**src/include/shs_consts.svh**
```systemverilog
// offsets, field positions, reset values for the handler state block
`ifndef SHS_CONSTS_SVH
`define SHS_CONSTS_SVH
`define SHS_ADDR_W        4
`define SHS_OFF_STATE     4'h0
`define SHS_OFF_IRQ_STAT  4'h4
`define SHS_OFF_IRQ_MASK  4'h8
`define SHS_RESET_VAL     32'h0000_0000
`define SHS_BIT_MEM_ACT   0
`define SHS_BIT_BUS_ACT   1
`define SHS_BIT_USG_ACT   3
`define SHS_BIT_SVC_ACT   7
`define SHS_BIT_MON_ACT   8
`define SHS_BIT_PSV_ACT   10
`define SHS_BIT_TCK_ACT   11
`define SHS_BIT_USG_PEND  12
`define SHS_BIT_MEM_PEND  13
`define SHS_BIT_BUS_PEND  14
`define SHS_BIT_SVC_PEND  15
`define SHS_BIT_MEM_ENA   16
`define SHS_BIT_BUS_ENA   17
`define SHS_BIT_USG_ENA   18
`define SHS_NUM_FLAGS     11
`define SHS_IRQ_W         4
`endif

```
**src/include/shs_pkg.sv**
```systemverilog
// types for the handler state block
package shs_pkg;
  typedef logic [31:0] shs_word_t;
  typedef logic [10:0] shs_flags_t;
  typedef enum logic [1:0] {
    SHS_SEL_NONE  = 2'b00,
    SHS_SEL_STATE = 2'b01,
    SHS_SEL_STAT  = 2'b10,
    SHS_SEL_MASK  = 2'b11
  } shs_sel_e;
endpackage

```
**src/shs_flag_bit.sv**
```systemverilog
// one flag: core set/clear, software write, set beats clear
`timescale 1ns/1ps
module shs_flag_bit (
  input  wire logic i_clk,
  input  wire logic i_rst_b,
  input  wire logic i_set,
  input  wire logic i_clr,
  input  wire logic i_sw_we,
  input  wire logic i_sw_val,
  output logic      o_q
);
  logic next_q;
  // core set wins over everything, then core clear, then software
  assign next_q = i_set ? 1'b1 :
                  i_clr ? 1'b0 :
                  i_sw_we ? i_sw_val : o_q;
  always_ff @(posedge i_clk or negedge i_rst_b) begin
    if (!i_rst_b) begin
      o_q <= 1'b0;
    end else begin
      o_q <= next_q;
    end
  end
endmodule

```
**src/shs_handler_state.sv**
```systemverilog
// handler active/pending state and fault enable register with irq
//
// Added by the designer: the plain strobed port and the register addresses.
`timescale 1ns/1ps
`include "shs_consts.svh"
module shs_handler_state
  import shs_pkg::*;
(
  input  wire logic                   i_clk,
  input  wire logic                   i_rst_b,
  input  wire logic [`SHS_ADDR_W-1:0] i_addr,
  input  wire logic [31:0]            i_wdata,
  input  wire logic                   i_wr,
  input  wire logic                   i_rd,
  input  wire logic [10:0]            i_flag_set,
  input  wire logic [10:0]            i_flag_clr,
  output logic      [31:0]            o_rdata,
  output logic      [10:0]            o_flags,
  output logic      [2:0]             o_fault_ena,
  output logic                        o_irq
);

  // flag order in the 11-bit vectors: 0 mem act, 1 bus act, 2 usg act,
  // 3 svc act, 4 mon act, 5 psv act, 6 tick act,
  // 7 usg pend, 8 mem pend, 9 bus pend, 10 svc pend
  localparam int FLAG_POS [`SHS_NUM_FLAGS] = '{
    `SHS_BIT_MEM_ACT, `SHS_BIT_BUS_ACT, `SHS_BIT_USG_ACT,
    `SHS_BIT_SVC_ACT, `SHS_BIT_MON_ACT, `SHS_BIT_PSV_ACT,
    `SHS_BIT_TCK_ACT, `SHS_BIT_USG_PEND, `SHS_BIT_MEM_PEND,
    `SHS_BIT_BUS_PEND, `SHS_BIT_SVC_PEND};

  function automatic shs_sel_e addr_sel(
    input logic [`SHS_ADDR_W-1:0] a
  );
    if (a == `SHS_OFF_STATE) begin
      return SHS_SEL_STATE;
    end else if (a == `SHS_OFF_IRQ_STAT) begin
      return SHS_SEL_STAT;
    end else if (a == `SHS_OFF_IRQ_MASK) begin
      return SHS_SEL_MASK;
    end else begin
      return SHS_SEL_NONE;
    end
  endfunction

  function automatic shs_flags_t pick_flags(
    input shs_word_t w
  );
    shs_flags_t f;
    for (int k = 0; k < `SHS_NUM_FLAGS; k++) begin
      f[k] = w[FLAG_POS[k]];
    end
    return f;
  endfunction

  shs_sel_e                 sel;
  wire logic                wr_state;
  wire logic                wr_mask;
  wire logic                rd_stat;
  wire logic                rd_state;
  shs_flags_t               flag_q;
  logic [2:0]               ena;
  logic [`SHS_IRQ_W-1:0]    irq_stat;
  logic [`SHS_IRQ_W-1:0]    irq_mask;
  shs_word_t                state_word;
  shs_word_t                next_rdata;
  wire logic [`SHS_IRQ_W-1:0] irq_evt;
  logic [`SHS_IRQ_W-1:0]    next_irq_stat;
  logic [2:0]               next_ena;
  shs_flags_t               wr_flags;
  logic [`SHS_IRQ_W-1:0]    next_irq_mask;
  logic                     rst_seen;

  assign sel      = addr_sel(i_addr);
  assign wr_state = i_wr && (sel == SHS_SEL_STATE);
  assign wr_mask  = i_wr && (sel == SHS_SEL_MASK);
  assign rd_stat  = i_rd && (sel == SHS_SEL_STAT);
  assign rd_state = i_rd && (sel == SHS_SEL_STATE);
  assign wr_flags = pick_flags(i_wdata);

  // flags: core set/clear and software writes touch only the flag bit
  genvar g;
  generate
    for (g = 0; g < `SHS_NUM_FLAGS; g++) begin : g_flag
      shs_flag_bit u_flag (
        .i_clk    (i_clk),
        .i_rst_b  (i_rst_b),
        .i_set    (i_flag_set[g]),
        .i_clr    (i_flag_clr[g]),
        .i_sw_we  (wr_state),
        .i_sw_val (wr_flags[g]),
        .o_q      (flag_q[g])
      );
    end
  endgenerate

  assign next_ena = wr_state ? {i_wdata[`SHS_BIT_USG_ENA],
                                i_wdata[`SHS_BIT_BUS_ENA],
                                i_wdata[`SHS_BIT_MEM_ENA]} : ena;

  // assemble readback; unused positions stay zero
  always_comb begin
    state_word = `SHS_RESET_VAL;
    for (int i = 0; i < `SHS_NUM_FLAGS; i++) begin
      state_word[FLAG_POS[i]] = flag_q[i];
    end
    state_word[`SHS_BIT_MEM_ENA] = ena[0];
    state_word[`SHS_BIT_BUS_ENA] = ena[1];
    state_word[`SHS_BIT_USG_ENA] = ena[2];
  end

  // events: any active set, any pending set, mem fault pend while its enable is clear, state word write
  assign irq_evt[0] = |i_flag_set[6:0];
  assign irq_evt[1] = |i_flag_set[10:7];
  assign irq_evt[2] = i_flag_set[8] && !ena[0];
  assign irq_evt[3] = wr_state;

  // set wins over read-clear
  assign next_irq_stat = irq_evt | (rd_stat ? '0 : irq_stat);
  assign next_irq_mask = wr_mask ? i_wdata[`SHS_IRQ_W-1:0] : irq_mask;

  assign next_rdata =
    !i_rd                  ? 32'h0000_0000 :
    (sel == SHS_SEL_STATE) ? state_word :
    (sel == SHS_SEL_STAT)  ? {28'h000_0000, irq_stat} :
    (sel == SHS_SEL_MASK)  ? {28'h000_0000, irq_mask} :
                             32'h0000_0000;

  always_ff @(posedge i_clk or negedge i_rst_b) begin
    if (!i_rst_b) begin
      ena <= 3'h0;
    end else begin
      ena <= next_ena;
    end
  end

  always_ff @(posedge i_clk or negedge i_rst_b) begin
    if (!i_rst_b) begin
      irq_stat <= 4'h0;
      irq_mask <= 4'h0;
    end else begin
      irq_stat <= next_irq_stat;
      irq_mask <= next_irq_mask;
    end
  end

  always_ff @(posedge i_clk or negedge i_rst_b) begin
    if (!i_rst_b) begin
      o_rdata     <= 32'h0000_0000;
      o_flags     <= 11'h000;
      o_fault_ena <= 3'h0;
      o_irq       <= 1'b0;
    end else begin
      o_rdata     <= next_rdata;
      o_flags     <= flag_q;
      o_fault_ena <= ena;
      o_irq       <= |(next_irq_stat & next_irq_mask);
    end
  end

  // high while reset is held, guards the reset check below
  always_ff @(posedge i_clk or negedge i_rst_b) begin
    if (!i_rst_b) begin
      rst_seen <= 1'b1;
    end else begin
      rst_seen <= 1'b0;
    end
  end

  a_ena_write: assert property (
    @(posedge i_clk) disable iff (!i_rst_b)
    wr_state |=> ena == {$past(i_wdata[18]), $past(i_wdata[17]),
                         $past(i_wdata[16])})
    else $error("fault enable did not take written value");

  a_ena_hold: assert property (
    @(posedge i_clk) disable iff (!i_rst_b)
    !wr_state |=> $stable(ena))
    else $error("fault enable changed without a write");

  a_unused_zero: assert property (
    @(posedge i_clk) disable iff (!i_rst_b)
    (o_rdata[31:19] == 13'h0) && !o_rdata[2] && (o_rdata[6:4] == 3'h0)
    && !o_rdata[9] || $past(sel) != SHS_SEL_STATE)
    else $error("reserved bit read as one");

  a_set_wins: assert property (
    @(posedge i_clk) disable iff (!i_rst_b)
    i_flag_set[0] |=> flag_q[0])
    else $error("active flag not set by core");

  a_clr_core: assert property (
    @(posedge i_clk) disable iff (!i_rst_b)
    (i_flag_clr[7] && !i_flag_set[7]) |=> !flag_q[7])
    else $error("pending flag not cleared by core");

  a_sw_write: assert property (
    @(posedge i_clk) disable iff (!i_rst_b)
    (wr_state && i_flag_set == 11'h0 && i_flag_clr == 11'h0)
    |=> flag_q[3] == $past(i_wdata[7]) && flag_q[6] == $past(i_wdata[11]))
    else $error("software write to flag lost");

  a_read_state: assert property (
    @(posedge i_clk) disable iff (!i_rst_b)
    (i_rd && sel == SHS_SEL_STATE) |=> o_rdata[18:16] == $past(ena))
    else $error("enable readback wrong");

  a_irq_level: assert property (
    @(posedge i_clk) disable iff (!i_rst_b)
    (i_flag_set[10] && irq_mask[1]) |=> o_irq)
    else $error("pending event did not raise irq");

  a_mem_act_read: assert property (
    @(posedge i_clk) disable iff (!i_rst_b)
    rd_state |=> o_rdata[`SHS_BIT_MEM_ACT] == $past(flag_q[0]))
    else $error("memory fault active readback wrong");

  a_bus_act_read: assert property (
    @(posedge i_clk) disable iff (!i_rst_b)
    rd_state |=> o_rdata[`SHS_BIT_BUS_ACT] == $past(flag_q[1]))
    else $error("bus fault active readback wrong");

  a_usg_act_read: assert property (
    @(posedge i_clk) disable iff (!i_rst_b)
    rd_state |=> o_rdata[`SHS_BIT_USG_ACT] == $past(flag_q[2]))
    else $error("usage fault active readback wrong");

  a_svc_act_read: assert property (
    @(posedge i_clk) disable iff (!i_rst_b)
    rd_state |=> o_rdata[`SHS_BIT_SVC_ACT] == $past(flag_q[3]))
    else $error("supervisor call active readback wrong");

  a_mon_act_read: assert property (
    @(posedge i_clk) disable iff (!i_rst_b)
    rd_state |=> o_rdata[`SHS_BIT_MON_ACT] == $past(flag_q[4]))
    else $error("debug monitor active readback wrong");

  a_psv_act_read: assert property (
    @(posedge i_clk) disable iff (!i_rst_b)
    rd_state |=> o_rdata[`SHS_BIT_PSV_ACT] == $past(flag_q[5]))
    else $error("pendable service active readback wrong");

  a_tck_act_read: assert property (
    @(posedge i_clk) disable iff (!i_rst_b)
    rd_state |=> o_rdata[`SHS_BIT_TCK_ACT] == $past(flag_q[6]))
    else $error("system tick active readback wrong");

  a_usg_pend_read: assert property (
    @(posedge i_clk) disable iff (!i_rst_b)
    rd_state |=> o_rdata[`SHS_BIT_USG_PEND] == $past(flag_q[7]))
    else $error("usage fault pending readback wrong");

  a_mem_pend_read: assert property (
    @(posedge i_clk) disable iff (!i_rst_b)
    rd_state |=> o_rdata[`SHS_BIT_MEM_PEND] == $past(flag_q[8]))
    else $error("memory fault pending readback wrong");

  a_bus_pend_read: assert property (
    @(posedge i_clk) disable iff (!i_rst_b)
    rd_state |=> o_rdata[`SHS_BIT_BUS_PEND] == $past(flag_q[9]))
    else $error("bus fault pending readback wrong");

  a_svc_pend_read: assert property (
    @(posedge i_clk) disable iff (!i_rst_b)
    rd_state |=> o_rdata[`SHS_BIT_SVC_PEND] == $past(flag_q[10]))
    else $error("supervisor call pending readback wrong");

  a_set_over_clr: assert property (
    @(posedge i_clk) disable iff (!i_rst_b)
    (i_flag_set != 11'h000) |=> (flag_q & $past(i_flag_set)) == $past(i_flag_set))
    else $error("core set did not win");

  a_clr_only: assert property (
    @(posedge i_clk) disable iff (!i_rst_b)
    ((i_flag_clr & ~i_flag_set) != 11'h000)
    |=> (flag_q & $past(i_flag_clr & ~i_flag_set)) == 11'h000)
    else $error("core clear did not clear flag");

  a_sw_write_all: assert property (
    @(posedge i_clk) disable iff (!i_rst_b)
    wr_state |=> ((flag_q ^ $past(wr_flags))
                  & ~$past(i_flag_set | i_flag_clr)) == 11'h000)
    else $error("software write did not land on flags");

  a_flag_hold: assert property (
    @(posedge i_clk) disable iff (!i_rst_b)
    (!wr_state && i_flag_set == 11'h000 && i_flag_clr == 11'h000)
    |=> $stable(flag_q))
    else $error("flag changed without a cause");

  a_flags_out: assert property (
    @(posedge i_clk) disable iff (!i_rst_b)
    1'b1 |=> o_flags == $past(flag_q))
    else $error("flag output does not follow flags");

  a_ena_out: assert property (
    @(posedge i_clk) disable iff (!i_rst_b)
    1'b1 |=> o_fault_ena == $past(ena))
    else $error("enable output does not follow enables");

  a_rdata_idle: assert property (
    @(posedge i_clk) disable iff (!i_rst_b)
    !i_rd |=> o_rdata == 32'h0000_0000)
    else $error("read data not zero without a read");

  a_irq_follow: assert property (
    @(posedge i_clk) disable iff (!i_rst_b)
    o_irq == |(irq_stat & irq_mask))
    else $error("irq does not match unmasked status");

  a_stat_clear: assert property (
    @(posedge i_clk) disable iff (!i_rst_b)
    (rd_stat && irq_evt == 4'h0) |=> irq_stat == 4'h0)
    else $error("status read did not clear status");

  a_stat_event: assert property (
    @(posedge i_clk) disable iff (!i_rst_b)
    (irq_evt != 4'h0)
    |=> (irq_stat & $past(irq_evt)) == $past(irq_evt))
    else $error("event did not set status");

  a_mask_write: assert property (
    @(posedge i_clk) disable iff (!i_rst_b)
    wr_mask |=> irq_mask == $past(i_wdata[`SHS_IRQ_W-1:0]))
    else $error("mask did not take written value");

  a_reset_clear: assert property (
    @(posedge i_clk)
    (!i_rst_b && rst_seen) |-> flag_q == 11'h000 && ena == 3'h0
    && o_rdata == 32'h0000_0000 && o_flags == 11'h000
    && o_fault_ena == 3'h0 && !o_irq)
    else $error("state not cleared by reset");

  a_unmapped_write: assert property (
    @(posedge i_clk) disable iff (!i_rst_b)
    (i_wr && sel != SHS_SEL_STATE && i_flag_set == 11'h000
     && i_flag_clr == 11'h000) |=> $stable(flag_q) && $stable(ena))
    else $error("write outside state word changed state");

endmodule

```
**config.mk**
```make
export PLATFORM = sky130hd
export DESIGN_NAME = shs_handler_state
export DESIGN_NICKNAME = d
export VERILOG_FILES = /design/src/include/shs_pkg.sv /design/src/shs_flag_bit.sv /design/src/shs_handler_state.sv
export VERILOG_INCLUDE_DIRS = /design/src /design/src/include
export SDC_FILE = /design/constraint.sdc
export NUM_CORES = 1
export LEC_CHECK = 0
export BUFFER_PORTS_ARGS = -buffer_cell sky130_fd_sc_hd__buf_2
export CELL_PAD_IN_SITES_DETAIL_PLACEMENT = 0
export CELL_PAD_IN_SITES_GLOBAL_PLACEMENT = 1
export CORE_MARGIN = 10
export CORE_UTILIZATION = 34
export DETAILED_ROUTE_END_ITERATION = 10
export GPL_TIMING_DRIVEN = 0
export PLACE_DENSITY_LB_ADDON = 0.2
export SYNTH_ARGS = -nofsm -noshare
export SYNTH_HDL_FRONTEND = slang
export SYNTH_SLANG_ARGS = --single-unit
```
**constraint.sdc**
```tcl
create_clock -name i_clk -period 1.3 [get_ports i_clk]
set_input_delay 0.26 -clock i_clk [delete_from_list [all_inputs] [get_ports i_clk]]
set_output_delay 0.26 -clock i_clk [all_outputs]
set_load 0.05 [all_outputs]
```
### Word level (Yosys, flattened, before mapping)

Index checks and enable logic that the tools add are counted.
Widths: inputs -> output; s select.

| word-level totals | value |
|---|---|
| register bits after elaboration | 56 |
| output and inout port bits | 47 |

| operators by class | value |
|---|---|
| bitwise gates (word level) | 2 |
| mux-type cells | 42 |
| reduce and logical (&&, ||, !) cells | 20 |
| eq/ne operators | 5 |

Operator list:

| cell | count |
|---|---|
| $mux 19 | 2 |
| $mux 1 | 33 |
| $reduce_bool 3->1 | 11 |
| $mux 4 | 4 |
| $reduce_or 4->1 | 2 |
| $reduce_or 7->1 | 1 |
| $mux 2 | 3 |
| $and 4x4->4 | 1 |
| $eq 2x2->1 const B | 2 |
| $eq 4x3->1 const B | 1 |
| $eq 4x4->1 const B | 1 |
| $logic_and 1x1->1 | 4 |
| $logic_not 4->1 | 1 |
| $or 4x4->4 | 1 |
| $eq 2x1->1 const B | 1 |
| $logic_not 1->1 | 1 |

### Depth between registers and ports, before layout

| depth | value |
|---|---|
| word-level depth | 10 |
| gate-level depth with buffers | 7 |
| gate-level depth less buffers | 4 |

### Cells and area by module

A second synthesis with hierarchy kept.

| unflattened totals | value |
|---|---|
| cell total of the unflattened synthesis | 161 |
| area, all modules | 2087.0 µm² |

Modules (own cells, without submodules):

| module | cells each | instances | sequential area each (µm²) | area each (µm²) |
|---|---|---|---|---|
| shs_handler_state | 128 | 1 | 1026.0 | 1619.1 |
| shs_flag_bit | 3 | 11 | 25.0 | 42.5 |

### Least setup slack after synthesis

OpenSTA, ideal clock, no wires.

| path | value |
|---|---|
| path type | in2reg |
| start point | in i_addr[2] |
| end point | reg o_irq |
| library setup time | 0.129 ns |
| data arrival time | 1.482 ns |
| stages | 5 |
| path slack | -0.311 ns |
| cell sequence | buf_6 > nor4b_4 > nand2_2 > mux2_4 > a2111o_1 |

RTL lines:

| element | line | text |
|---|---|---|
| start, declared | shs_handler_state.sv:11 | `` input wire logic [`SHS_ADDR_W-1:0] i_addr, `` |
| $eq 4x4->1 (no line) | - |  |
| $mux 2 | shs_handler_state.sv:39 | `` end else if (a == `SHS_OFF_IRQ_MASK) begin `` |
| $mux 2 | shs_handler_state.sv:37 | `` end else if (a == `SHS_OFF_IRQ_STAT) begin `` |
| $mux 2 (*) | shs_handler_state.sv:35 | `` if (a == `SHS_OFF_STATE) begin `` |
| $eq 2x2->1 (*) | shs_handler_state.sv:76 | `assign wr_mask = i_wr && (sel == SHS_SEL_MASK);` |
| $logic_and 1x1->1 (*) | shs_handler_state.sv:76 |  |
| $mux 4 (*) | shs_handler_state.sv:120 | `` assign next_irq_mask = wr_mask ? i_wdata[`SHS_IRQ_W-1:0] : irq_mask; `` |
| via next_irq_mask[0] | shs_handler_state.sv:71 | `` logic [`SHS_IRQ_W-1:0] next_irq_mask; `` |
| $and 4x4->4 (*) | shs_handler_state.sv:157 | `o_irq <= \|(next_irq_stat & next_irq_mask);` |
| $reduce_or 4->1 (*) | shs_handler_state.sv:157 |  |
| end signal, assigned | shs_handler_state.sv:157 |  |
| end, declared | shs_handler_state.sv:20 | `output logic o_irq` |

The timed path passes the listed nets; every way through them passes the cells marked *.
A chain may end at the register's enable or synchronous reset.

### Worst setup path in the final report

Ends and elaborated chain as after synthesis.

==> Flow_metrics.wiki <==
{| class="wikitable"
! Metric !! Value
|-
| Run status || complete, but fails checks
|-
| Violated checks || negative setup slack
|-
| Post-layout utilization of the core || 0.473
|-
| Final worst hold slack || 0.118 ns
|-
| Sequential share of power || 0.506
|-
| Number of antenna violations at the first check in global routing || 0
|-
| Fraction of the mapped netlist area in adder cells || 0
|-
| Sum Neg Setup Slack || -0.0687 ns
|-
| Reg-to-reg setup timing slack || 0.06 ns
|-
| Fin worst setup slack || -0.0687 ns
|-
| Total clock buffers created by CTS || 5
|-
| Share of cell area taken by muxes after synthesis || 0.0892
|-
| Crit. Startpoint || i_addr[2]
|-
| Required time worst endpoint || 1.49 ns
|-
| Remaining antenna violation count || 0
|-
| Number of input and output port buffers inserted || 73
|-
| RR Startpoint || irq_stat[3]
|-
| Total detailed-routing wirelength || 5320 um
|-
| Number of pins exceeding their max-slew limit in the final report || 0
|-
| Worst Hold Endpoint || g_flag[10].u_flag.o_q
|-
| GRT Overall Usage || 0.107
|-
| Clk slew on worst S/H paths || 0.10 ns
|-
| Sw power || 1.16 mW
|-
| Number of synthesized flops with an enable pin || 0
|-
| Clock H-tree levels || 2
|-
| Diode count || 0
|-
| Routed wire length per instance || 15.7 um
|-
| Vias in the first global route || 1,607
|-
| Ratio of cells with drive above 1 in the final layout || 0.471
|-
| Maximum buffer depth of the clock tree || 2
|-
| Sequential element share of the synthesized area || 0.615
|-
| Number of synthesized register bits || 52
|-
| Max Cap Violations || 0
|-
| GPL Wtd Cong || 0.771
|-
| FF+latch area || 1300 sq um
|-
| DP Wirelength || 4010 um
|-
| Internal power || 2.43 mW
|-
| Number of distinct standard cells referenced by the synthesized netlist || 31
|-
| Area leader, netlist || sky130_fd_sc_hd__dfrtp_1
|-
| Global-route wire length before repair || 8420 um
|-
| Fin crit period || 1.37 ns
|-
| Share of total power consumed by net switching || 0.323
|-
| Async SR Flop Fraction || 1.00
|-
| Remaining Overflow, GRT || 0
|-
| Layout-stage area growth over the synthesis result || 33.9%
|-
| Clock network latency to the later pin of the worst-skew pair || 0.31 ns
|-
| Largest fanout on the critical path || 7
|-
| Total vias in the final route || 1,441
|-
| List of cells traversed by the critical path || buf_12, nor4b_4, buf_4, nand2_2, mux2_4, a2111o_1
|-
| Areal power density over the cells || 1270 nW/um^2
|-
| Setup repair after global routing missed its margin || yes
|-
| Vertical extent of the die || 98.9 um
|-
| Placement row count || 28
|-
| Layout fillers || 579
|-
| Delay of the slowest critical-path stage || 0.37 ns
|-
| Post-route DRC || 0
|-
| Area of the die || 9780 sq um
|-
| Number of hold violations in the final report || 0
|-
| Count of endpoints failing setup in the final report || 1
|-
| Largest family of logic cells by synthesized area || simple AND/OR/NAND/NOR gates
|-
| Number of cell instances on the worst register-to-register path || 3
|-
| Max Freq || 731 MHz
|-
| Synthesized-area fraction occupied by ao, oa, aoi and oai cells || 0.0910
|-
| Cell depth of the worst hold path || 2
|-
| Area of placed instances || 2660 sq um
|-
| Placeable Area || 5990 sq um
|-
| Clock tree from TritonCTS || yes
|-
| Critical Path End Type || flop
|-
| Multi-input gate area in the final layout || 724 sq um
|-
| Drt initial violations || 34
|-
| Post-route design area || 2840 sq um
|-
| Startpoint of the tightest hold check path || i_flag_clr[10]
|-
| Number of top-level pins || 109
|-
| Critical Path Start Type || primary input
|-
| Average footprint of a synthesized cell || 13.1 sq um
|-
| Simple-gate area share of the yosys netlist || 0.122
|-
| Comb power frac || 0.226
|-
| YS warnings || 0
|-
| Dominant register cell in the synthesized netlist || sky130_fd_sc_hd__dfrtp_1
|-
| Synthesized instance count || 162
|-
| Worst slew margin relative to its limit || 0.229
|-
| Signal arrival time at the worst endpoint || 1.56 ns
|-
| Relative contribution of the clock network to total power || 0.268
|-
| Starting Density || 0.353
|-
| Dominant cells by area after synthesis || sky130_fd_sc_hd__dfrtp_1 (61%), sky130_fd_sc_hd__mux2i_1 (6.6%), sky130_fd_sc_hd__buf_4 (6.0%)
|-
| Area share of xor/xnor cells in the synthesized design || 0
|-
| Critical path class || in2reg
|-
| Drt pass-1 iters || 4
|-
| Die width || 98.9 um
|-
| Leakage Power || 1.44 nW
|-
| Largest net degree at the start of global routing || 53
|-
| Post-detailed-route via-to-cell ratio || 4.26
|-
| Class of the worst hold path || in2reg
|-
| Nets || 324
|-
| Clk sinks || 52
|-
| Clk_skew || 0.00369 ns
|-
| Fraction of post-synthesis cell area in the top cell type by area || 0.615
|-
| Clock tree root driver cell || sky130_fd_sc_hd__clkbuf_8
|-
| Slew at the pin closest to its max-slew limit || 1.16 ns
|-
| VDD IR max || 0.538 mV
|-
| Endpoint of the worst-slack reg-to-reg timing path || o_irq
|-
| CP max stage cell || sky130_fd_sc_hd__a2111o_1
|-
| Fin crit share || 1.05
|-
| Mapped cell area || 2120 sq um
|}
power groups by stage:
stage | logic [mW] | clock network, mW | registers (mW)
after detailed placement | 0.798 | 0 | 1.85
final | 0.811 | 0.963 | 1.82
after floorplan | 0.348 | 0 | 2.07
after CTS | 0.812 | 0.998 | 1.82
after global placement | 0.797 | 0 | 1.85
after global routing | 0.865 | 1.07 | 1.84
final cells by class:
cell class / count / share of cell area
sequential: 52 / 0.459
clock inverter: 3 / 0.00971
clock buffer: 5 / 0.0243
multi-input combinational: 103 / 0.256
buffer: 21 / 0.0622
inverter: 1 / 0.00132
tap: 75 / 0.0331
timing repair buffer: 78 / 0.155
worst max-delay path by stage:
stage	slack (ns)	to
after global placement	-0.59	o_irq
final	-0.07	o_irq
after floorplan	-0.25	o_irq
after CTS	-0.04	o_irq
after detailed placement	-0.57	o_irq
after global routing	-0.09	o_irq
timing repair:
item / 4_1_cts / 5_1_grt
gates cloned: 0 / 1
hold buffers: 0 / 0
buffers inserted: 4 / 0
resized for setup: 6 / 4
pin swaps: 1 / 2
endpoints found under the setup margin: 16 / 3
per-layer routing:
layer,routed length [um],part of all wire,vias to the layer above,GRT usage
met4,62,0.012,0,0.0397
met3,419,0.079,6,0.0433
met2,2680,0.50,51,0.176
li1,-,-,713,-
met1,2160,0.41,671,0.121
met5,0,0,-,0
registers in the layout, summed over array words and instances, names as in the netlist:
signal,count
o_irq,1
o_rdata,15
o_flags,11
o_fault_ena,3
irq_stat,4
g_flag.u_flag.o_q,11
irq_mask,4
ena,3
cells by family (layout without fill, tap and decap cells):
logic type | Yosys count | count (layout)
buffers and inverters | 23 | 108
other | 1 | 17
DFF | 52 | 52
and+or+nand+nor | 42 | 42
AOI/OAI and AO/OA | 26 | 26
muxes | 18 | 18
stage by stage:
stage / worst slack (ns) / power (mW) / instances
2_1_floorplan: -0.246 / 2.42 / 178
3_3_place_gp: -0.594 / 2.65 / 326
3_5_place_dp: -0.570 / 2.65 / 326
4_1_cts: -0.0370 / 3.63 / 337
5_1_grt: -0.0855 / 3.78 / 338
6_report: -0.0687 / 3.60 / 338
critical path: cells and delay by family:
| kind | cells | cell delay, ns |
|---|---|---|
| AO/OA/AOI/OAI | 1 | 0.37 |
| buffers and inverters | 2 | 0.29 |
| multiplexers | 1 | 0.30 |
| AND/OR/NAND/NOR | 2 | 0.32 |
Yosys cell counts, types with 3 or more instances:
library cell and count:
sky130_fd_sc_hd__o22a_1 3, sky130_fd_sc_hd__and3_2 3, sky130_fd_sc_hd__buf_6 3, sky130_fd_sc_hd__nand2_1 3, sky130_fd_sc_hd__mux2i_1 14, sky130_fd_sc_hd__or2_2 6
sky130_fd_sc_hd__o21bai_1 10, sky130_fd_sc_hd__mux2_2 3, sky130_fd_sc_hd__buf_4 17, sky130_fd_sc_hd__nor2_1 9, sky130_fd_sc_hd__a21oi_1 3, sky130_fd_sc_hd__and2_1 11
sky130_fd_sc_hd__dfrtp_1 52, sky130_fd_sc_hd__a21boi_0 6
layout by cell type, fill, tap and decap left out, types with 2 or more instances in the layout:
cell type,count
sky130_fd_sc_hd__buf_4,20
sky130_fd_sc_hd__nor3_1,2
sky130_fd_sc_hd__a21boi_0,5
sky130_fd_sc_hd__o22a_1,3
sky130_fd_sc_hd__and2_1,11
sky130_fd_sc_hd__nor2_1,9
sky130_fd_sc_hd__o21bai_1,10
sky130_fd_sc_hd__mux2i_1,13
sky130_fd_sc_hd__nand2_1,3
sky130_fd_sc_hd__mux2_4,4
sky130_fd_sc_hd__or2_2,6
sky130_fd_sc_hd__and3_2,3
sky130_fd_sc_hd__clkbuf_8,5
sky130_fd_sc_hd__dfrtp_1,52
sky130_fd_sc_hd__conb_1,17
sky130_fd_sc_hd__buf_12,3
sky130_fd_sc_hd__a21oi_1,3
sky130_fd_sc_hd__buf_2,72
Note: power is estimated with default switching activity, not from simulation.
